`src/logic/byte_timing_pkg.sv`:
```
// Constants and state types for the byte clock and byte timing block
package byte_timing_pkg;

   // Core clock period and the start-up figures in their own units
   localparam int unsigned CLK_PERIOD_NS  = 100;
   localparam int unsigned FIRST_EDGE_NS  = 5600000;
   localparam int unsigned ACCURACY_NS    = 1400000;
   // Longest times round down to whole cycles, never below one
   localparam int unsigned FIRST_EDGE_CYC =
      (FIRST_EDGE_NS / CLK_PERIOD_NS) > 0 ? FIRST_EDGE_NS / CLK_PERIOD_NS : 1;
   localparam int unsigned ACCURACY_CYC   =
      (ACCURACY_NS / CLK_PERIOD_NS) > 0 ? ACCURACY_NS / CLK_PERIOD_NS : 1;
   localparam int unsigned START_CNT_W    = 17;

   // Clock plan: reference, multiplied clock, byte clock (MHz)
   localparam int unsigned REF_MHZ        = 24;
   localparam int unsigned PLL_MHZ        = 480;
   localparam int unsigned BYTE_MHZ       = 60;
   localparam int unsigned PLL_DIVIDE     = PLL_MHZ / BYTE_MHZ;

   // Full-speed pacing in core clock cycles
   localparam int unsigned FS_CYC_PER_BIT = 5;
   localparam int unsigned BITS_PER_BYTE  = 8;
   localparam logic [5:0]  FS_BYTE_CYC    = 6'h28;
   localparam logic [5:0]  FS_STUFF_CYC   = 6'h05;
   localparam int unsigned PACE_W         = 6;

   // Mode select level for full speed
   localparam logic        XCVR_FS        = 1'b1;

   // Start-up sequence, Gray coded along the usual path
   typedef enum logic [1:0] {
      ST_OFF     = 2'b00,
      ST_SETTLE  = 2'b01,
      ST_LOCKING = 2'b11,
      ST_RUNNING = 2'b10
   } startup_type;

   // Receive byte offered by the recovery logic
   typedef struct packed {
      logic       sop;
      logic       eop;
      logic       strobe;
      logic [1:0] stuffed;
      logic [7:0] data;
   } rx_in_type;

   // Whole state of the block
   typedef struct packed {
      logic [2:0]             sus_sync;
      logic                   awake;
      startup_type            startup;
      logic [START_CNT_W-1:0] start_cnt;
      logic                   byte_clk;
      logic                   clk_valid;
      logic [PACE_W-1:0]      tx_cnt;
      logic                   txready;
      logic                   tx_strobe;
      logic [7:0]             tx_byte;
      logic                   rx_active;
      logic                   rx_valid;
      logic [7:0]             rx_data;
      logic [PACE_W-1:0]      rx_cnt;
      logic                   rx_pend;
      logic [7:0]             rx_pend_data;
      logic [PACE_W-1:0]      rx_pend_len;
      logic                   rx_end_pend;
   } state_type;

endpackage

```
`src/logic/byte_timing.sv`:
```
// Byte clock start-up and HS/FS byte pacing of the parallel interface
`timescale 1ns/1ps
module byte_timing
   import byte_timing_pkg::*;
#(
   parameter int unsigned FIRST_EDGE_CYCLES = FIRST_EDGE_CYC,
   parameter int unsigned ACCURACY_CYCLES   = ACCURACY_CYC
) (
   // Clock and reset
   input  wire logic       clk,
   input  wire logic       srst,
   // Suspend pin, low while suspended
   input  wire logic       suspend_low_input,
   // Clock outputs
   output logic            byte_clock_out,
   output logic            clock_valid,
   // Mode select, high for full speed
   input  wire logic       xcvr_select,
   // Shared data bus
   input  wire logic [7:0] data_in,
   output logic [7:0]      data_out,
   output logic            data_oe,
   // Transmit handshake
   input  wire logic       txvalid,
   output logic            txready,
   // Transmit byte towards the serialiser
   output logic [7:0]      tx_byte,
   output logic            tx_byte_strobe,
   // Receive byte from the recovery logic
   input  wire rx_in_type  rx_in,
   // Receive handshake
   output logic            rxactive,
   output logic            rxvalid
);

   state_type  state_reg;
   state_type  state_next;
   logic       fs_mode;
   logic       clk_on;
   logic [5:0] rx_len;

   // Only the interface timing differs between modes, never the clock
   assign fs_mode = (xcvr_select == XCVR_FS);
   assign clk_on  = (state_reg.startup == ST_LOCKING) ||
                    (state_reg.startup == ST_RUNNING);
   // Each stuffed bit adds one bit time to the byte boundary
   always_comb begin
      unique case (rx_in.stuffed)
         2'h0: begin
            rx_len = FS_BYTE_CYC;
         end
         2'h1: begin
            rx_len = FS_BYTE_CYC + FS_STUFF_CYC;
         end
         2'h2: begin
            rx_len = FS_BYTE_CYC + (FS_STUFF_CYC << 1);
         end
         default: begin
            // More than two stuffed bits cannot occur in one byte
            rx_len = FS_BYTE_CYC + (FS_STUFF_CYC << 1);
         end
      endcase
   end

   always_comb begin
      state_next = state_reg;
      state_next.tx_strobe = 1'b0;
      state_next.txready   = 1'b0;
      state_next.rx_valid  = 1'b0;

      // Pin synchroniser; the level moves when stages two and three agree
      state_next.sus_sync = {state_reg.sus_sync[1:0], suspend_low_input};
      if (state_reg.sus_sync[2] == state_reg.sus_sync[1]) begin
         state_next.awake = state_reg.sus_sync[2];
      end

      // Start-up of the multiplied clock and its byte clock divider
      unique case (state_reg.startup)
         ST_OFF: begin
            state_next.start_cnt = '0;
            if (state_reg.awake) begin
               state_next.startup = ST_SETTLE;
            end
         end
         ST_SETTLE: begin
            state_next.start_cnt = state_reg.start_cnt + 1'b1;
            if (state_reg.start_cnt ==
                START_CNT_W'(FIRST_EDGE_CYCLES - 1)) begin
               state_next.startup   = ST_LOCKING;
               state_next.start_cnt = '0;
            end
         end
         ST_LOCKING: begin
            state_next.start_cnt = state_reg.start_cnt + 1'b1;
            if (state_reg.start_cnt ==
                START_CNT_W'(ACCURACY_CYCLES - 1)) begin
               state_next.startup   = ST_RUNNING;
               state_next.clk_valid = 1'b1;
            end
         end
         ST_RUNNING: begin
            state_next.start_cnt = '0;
         end
      endcase
      if (!state_reg.awake) begin
         state_next.startup   = ST_OFF;
         state_next.clk_valid = 1'b0;
      end

      // Byte clock toggles only once started
      state_next.byte_clk = clk_on ? ~state_reg.byte_clk : 1'b0;

      // Transmit pacing
      if (state_reg.tx_cnt != '0) begin
         state_next.tx_cnt = state_reg.tx_cnt - 1'b1;
      end
      if (clk_on && txvalid) begin
         if (!fs_mode) begin
            // One byte taken every cycle
            state_next.txready   = 1'b1;
            state_next.tx_strobe = 1'b1;
            state_next.tx_byte   = data_in;
         end else if (state_reg.tx_cnt == '0) begin
            // One take per byte time; engine may keep the byte up
            state_next.txready   = 1'b1;
            state_next.tx_strobe = 1'b1;
            state_next.tx_byte   = data_in;
            state_next.tx_cnt    = FS_BYTE_CYC - 1'b1;
         end
      end else if (!txvalid) begin
         state_next.tx_cnt = '0;
      end

      // Receive pacing
      if (state_reg.rx_cnt != '0) begin
         state_next.rx_cnt = state_reg.rx_cnt - 1'b1;
      end
      if (clk_on && rx_in.strobe) begin
         if (!fs_mode) begin
            state_next.rx_valid = 1'b1;
            state_next.rx_data  = rx_in.data;
         end else begin
            state_next.rx_pend      = 1'b1;
            state_next.rx_pend_data = rx_in.data;
            state_next.rx_pend_len  = rx_len;
         end
      end
      // Full speed bytes go out once per byte boundary and stay on the bus
      if (state_reg.rx_pend && state_reg.rx_cnt == '0) begin
         state_next.rx_valid = 1'b1;
         state_next.rx_data  = state_reg.rx_pend_data;
         state_next.rx_cnt   = state_reg.rx_pend_len - 1'b1;
         if (!(clk_on && rx_in.strobe)) begin
            state_next.rx_pend = 1'b0;
         end
      end
      // Packet end waits until no byte is left to hand over
      if (state_reg.rx_end_pend && !state_reg.rx_pend &&
          state_reg.rx_cnt == '0) begin
         state_next.rx_active   = 1'b0;
         state_next.rx_end_pend = 1'b0;
      end
      // A start or end seen in the closing cycle wins over the close
      if (clk_on && rx_in.sop) begin
         state_next.rx_active = 1'b1;
      end
      if (clk_on && rx_in.eop) begin
         state_next.rx_end_pend = 1'b1;
      end

      if (!clk_on) begin
         state_next.rx_active   = 1'b0;
         state_next.rx_valid    = 1'b0;
         state_next.rx_pend     = 1'b0;
         state_next.rx_end_pend = 1'b0;
         state_next.txready     = 1'b0;
         state_next.tx_strobe   = 1'b0;
      end
   end

   always_ff @(posedge clk) begin
      if (srst) begin
         state_reg <= '{sus_sync: 3'h0, awake: 1'b0, startup: ST_OFF,
                        start_cnt: '0, byte_clk: 1'b0, clk_valid: 1'b0,
                        tx_cnt: '0, txready: 1'b0, tx_strobe: 1'b0,
                        tx_byte: 8'h00, rx_active: 1'b0, rx_valid: 1'b0,
                        rx_data: 8'h00, rx_cnt: '0, rx_pend: 1'b0,
                        rx_pend_data: 8'h00, rx_pend_len: '0,
                        rx_end_pend: 1'b0};
      end else begin
         state_reg <= state_next;
      end
   end

   assign byte_clock_out = state_reg.byte_clk;
   assign clock_valid    = state_reg.clk_valid;
   assign txready        = state_reg.txready;
   assign tx_byte        = state_reg.tx_byte;
   assign tx_byte_strobe = state_reg.tx_strobe;
   assign rxactive       = state_reg.rx_active;
   assign rxvalid        = state_reg.rx_valid && state_reg.rx_active;
   assign data_out       = state_reg.rx_data;
   // Device drives the bus only while no transmit is offered
   assign data_oe        = clk_on && !txvalid;

endmodule // byte_timing

```
`config.mk`:
```
export PLATFORM = sky130hd
export DESIGN_NAME = byte_timing
export DESIGN_NICKNAME = d
export VERILOG_FILES = /design/src/logic/byte_timing_pkg.sv /design/src/logic/byte_timing.sv
export SDC_FILE = /design/constraint.sdc
export NUM_CORES = 1
export LEC_CHECK = 0
export BUFFER_PORTS_ARGS = -buffer_cell sky130_fd_sc_hd__buf_2
export CAP_MARGIN = 10
export CORE_ASPECT_RATIO = 1.1
export CORE_UTILIZATION = 30
export CTS_BUF_LIST = sky130_fd_sc_hd__clkbuf_8 sky130_fd_sc_hd__clkbuf_16
export CTS_CLUSTER_DIAMETER = 40
export DETAILED_ROUTE_END_ITERATION = 6
export GPL_TIMING_DRIVEN = 0
export HOLD_SLACK_MARGIN = 0.15
export PLACE_DENSITY = 0.58
export SYNTH_ARGS = -nofsm -noshare
export SYNTH_HDL_FRONTEND = slang
export SYNTH_SLANG_ARGS = --single-unit
```
`constraint.sdc`:
```
create_clock -name clk -period 1.9 [get_ports clk]
set_input_delay 0.38 -clock clk [delete_from_list [all_inputs] [get_ports clk]]
set_output_delay 0.38 -clock clk [all_outputs]
set_load 0.01 [all_outputs]
```
Word level (Yosys, flattened, before mapping) --
Index checks and enable logic that the tools add are counted.
Storage, ports and cells: flip-flop bits (word level) 73, input port bits 26, output and inout bits 23, word-level logic and storage cells 90
Cells by class: equal/unequal tests 11, multiplexer cells 21, add/sub/neg operators 4, bitwise logic cells 4, reduce and logical (&&, ||, !) cells 32
Operators with widths (number):
- $pmux 17 s3 | 1
- $mux 16 | 2
- $mux 15 | 2
- $mux 6 | 5
- $mux 19 | 1
- $mux 9 | 2
- $sub 6x1->6 const B | 3
- $add 17x1->17 const B | 1
- $eq 17x14->1 const B | 1
- $eq 17x16->1 const B | 1
- $logic_not 6->1 | 2
- $reduce_bool 6->1 | 2
- $mux 10 | 1
- $pmux 5 s2 | 1
- $logic_and 1x1->1 | 9
- $reduce_and 2->1 | 4
- $reduce_bool 2->1 | 4
- $ne 2x1->1 const B | 3
- $pmux 2 s3 | 1
- $reduce_or 2->1 | 3
- $eq 2x1->1 const B | 2
- $eq 2x2->1 const B | 2
- $logic_not 2->1 | 2
- $mux 1 | 4
- other kinds (9) | 13

Logic depth before layout (Yosys ltp) --
depth in word-level cells 6, mapped depth 8, depth with buffers taken out 8

Worst setup path before layout --
OpenSTA, ideal clock, no wires.
path type flip-flop to flip-flop, from reg state_reg[50] in the netlist's numbering, to reg state_reg[59] in the netlist's numbering, required time 1.785 ns, arrival 1.535 ns, setup slack 0.250 ns, clock period less this slack 1.650 ns, library setup time 0.115 ns, path buffers 2, cell stages (with the launch flop) 8, path through dfxtp_1 -> ha_1 -> buf_2 -> nor4bb_1 -> nand4_1 -> o21ai_2 -> buf_4 -> nor2_1
Between the ends: longest elaborated chain between the ends 3, elaborated cells on any way between the ends 4, classes of those cells 1 x add/sub; 1 x eq/ne; 2 x mux
Ends and longest elaborated chain:
- from (decl) | RTL line byte_timing.sv:36 | state_type state_reg;
- from (signal assigned) | RTL line byte_timing.sv:183 | state_reg <= '{sus_sync: 3'h0, awake: 1'b0, startup: ST_OFF,
- from (signal assigned) | RTL line byte_timing.sv:191 | state_reg <= state_next;
- $add 17x1->17 or $eq 17x16->1 (tied branches) | RTL line byte_timing.sv:86, byte_timing.sv:94, byte_timing.sv:87
- $mux 19 | RTL line byte_timing.sv:87 | if (state_reg.start_cnt ==
- $pmux 17 s3 (*) | RTL line byte_timing.sv:78 | unique case (state_reg.startup)
Mark *: on every way between the ends. The rest lies on a longest branch, timed or not. The select of a mux whose other input is x is not followed. A chain may end at the register's enable or synchronous reset.

Worst setup path in the final report --
from reg state_reg[51] in the netlist's numbering, to reg state_reg[57] in the netlist's numbering
The elaborated chain is that of the path after synthesis.

==> out/qor.yml <==
grt_start_max_net_pins: 14
area_growth_pct: 21.6
final_nets: 445
p_per_area_mw_per_mm2: 953
drcViolationCount: 0
core_area_mm2: 0.0100
cts_buffer_depth: 2
overflow: 0
port_buffers: 48
async_flop_share_pct: 0
drtAntennaViolNets: 0
clk_pin_slew_worst_paths_ns: 0.08
finalClockSkew_ns: 0.00874
syn_nets: 384
cts_made_buffers: 9
yosys_most_used_dff: "dfxtp_1"
holdWs_ns: 0.232
crit_family: "simple AND/OR/NAND/NOR gates"
n_antenna_cell: 0
slowest_stage: "dfxtp_1"
vias: 2579
grt_pass1_wl_um: 11100
wl_per_cell_um: 11.9
period_needed_ns: 1.76
hp-class: "in2reg"
dr.pass1.iters: 4
place_area_mm2: 0.00357
seqCellArea_mm2: 0.00141
grt_pass1_vias: 2453
critPathRequiredTime_ns: 2.14
total_power_uw: 3650
fp-row-count: 38
syn_inst: 354
die_y_um: 110
outcome: "completed"
netlist_area_mm2: 0.00315
cap_violations: 0
cts_hold_buf: 0
ioPinCount: 49
fin_area_mm2: 0.00383
cts_tree: "yes"
relSlewSlack_pct: 65.6
largest_reg_flops: 48
ys_types: 46
cp_cell_sequence: "ha_1 > buf_2 > nor4bb_2 > nand4_1 > o21ai_4 > buf_4 > nor2_1"
n_fill_cell: 1030
syn_area_per_cell_um2: 8.90
start_util_pct: 31.4
gp_congestion: 0.790
hold_violations: 0
worst_pin_slew_ns: 0.517
critical_path.max_stage_delay_ns: 0.40
cts-root-buf: "clkbuf_8"
antenna_found_initial: 0
critPathCaptureType: "flop"
die_area_mm2: 0.0109
min_period_over_period_pct: 92.7
setup_viol: 0
clock-sinks: 70
r2r_slack_ns: 0.14
wl_um: 6660
drive_gt1_share_pct: 25.0
startpoint_type: "flop"
drt-initial-drc-count: 76
maxSlewViolCount: 0
insertion_delay_ns: 0.35
pre_cts_ws_ns: -0.107
synth-edff-count: 0
synth-seq-cells: 70
grt_use_total_pct: 13.1
ir_drop_mv: 0.307
rsz0062_at_grt: "false"
arrival_ns: 2.00
p_leak_uw: 0.00153
layout_setup_ws_ns: 0.138
die_width_um: 99.7
ys_seq_area_share_pct: 44.5
avgViaCountPerCell: 4.61
fmax_mhz: 568
path_class: "reg2reg"
htree_levels: 3
multi_input_area_mm2: 0.00156
post-dp-hpwl_um: 4800
yosysWarnings: 0
cp_max_fo: 10
cp_num_buf_inv: 2
[what timing repair did]
action	in CTS	in global routing
pin swaps	1	1
resized for setup	1	12
endpoints found under the setup margin	10	23
cloned	0	0
setup buffers	1	1
[where the power goes]
part           switching (uW)  total, uW  internal, uW
clock network             593       1340           746
logic                     367        644           277
registers                 111       1670          1560
[cells in the final DEF (no fill, tap or decap), types with 3 or more instances in the layout]
master and count:
dfxtp_1 64, buf_2 52, nor2_1 44, nand2_1 34
a21oi_1 24, nand2b_1 22, buf_4 20, mux2i_1 18
a211oi_1 11, xor2_1 10, nand3_1 10, clkbuf_8 9
nand4_1 7, inv_1 6, o21ai_0 6, dfxtp_2 6
nor2b_1 5, clkbuf_1 5, a31oi_1 5, xnor2_1 5
nor3_1 4, nor4_1 4, and4_1 4, and3_1 4
ha_1 4, or3_1 3
[per-stage QoR]
step	setup TNS (ns)	cells	utilization [%]
after floorplan	0	354	-
after global placement	-2.38	542	35.6
after detailed placement	-2.52	542	35.6
after CTS	0	559	37.9
after global routing	0	560	38.2
final	0	560	38.2
[synth_stat cells, drive strengths merged (5+ instances only)]
cell type | number | area share, %
dfxtp | 70 | 44
nor2 | 44 | 5.2
nand2 | 34 | 4.0
a21oi | 25 | 4.3
buf | 24 | 5.2
nand2b | 22 | 4.4
mux2i | 18 | 5.7
a211oi | 11 | 2.6
nand3 | 10 | 1.6
xor2 | 10 | 2.8
clkbuf | 7 | 0.87
nand4 | 7 | 1.4
o21ai | 7 | 1.2
a31oi | 5 | 0.99
inv | 5 | 0.60
nor2b | 5 | 0.99
nor3 | 5 | 1.2
xnor2 | 5 | 1.4
[area by class of cell]
type | count | area share (%)
tap | 140 | 4.57
multi-input combinational | 248 | 40.8
sequential | 70 | 36.7
buffer | 31 | 4.99
inverter | 5 | 0.490
clock buffer | 9 | 3.23
timing repair buffer | 50 | 6.66
clock inverter | 7 | 2.55
[cell families (layout without fill, tap and decap cells)]
kind of cell    count (synthesis)  count (layout)  share of synthesized area (%)
xor+xnor                       15              15                           4.17
compound gates                 56              56                           11.5
fa+ha+maj                       4               4                           1.59
flops                          70              70                           44.5
buf+inv                        36             102                           6.63
simple gates                  155             155                           26.0
mux                            18              18                           5.72
[worst paths after layout]
check                       startpoint  cells after the start                   endpoint
max           state_reg[51]$_SDFF_PP0_                      7   state_reg[57]$_SDFF_PP0_
min                          rx_in[12]                      3      rxactive$_SDFFE_PP0P_
max reg2reg   state_reg[51]$_SDFF_PP0_                      7   state_reg[57]$_SDFF_PP0_
min reg2reg  byte_clock_out$_SDFF_PP0_                      1  byte_clock_out$_SDFF_PP0_
[routing by layer]
| metal | part of all wire [%] | up-vias | wire length [um] | global-route usage, % |
|---|---|---|---|---|
| met1 | 48 | 1185 | 3220 | 16.2 |
| met2 | 46 | 51 | 3030 | 21.4 |
| li1 | - | 1334 | - | - |
| met5 | 0 | - | 0 | 0 |
| met4 | 1.8 | 0 | 121 | 5.99 |
| met3 | 4.3 | 9 | 286 | 3.31 |
[worst register-to-register path, cell delays in order (launching register included)]
cell and delay (ns):
dfxtp_1 0.40, ha_1 0.16, buf_2 0.19, nor4bb_2 0.24, nand4_1 0.21, o21ai_4 0.22
buf_4 0.19, nor2_1 0.06
No activity file was read; power rests on OpenSTA's default activity.
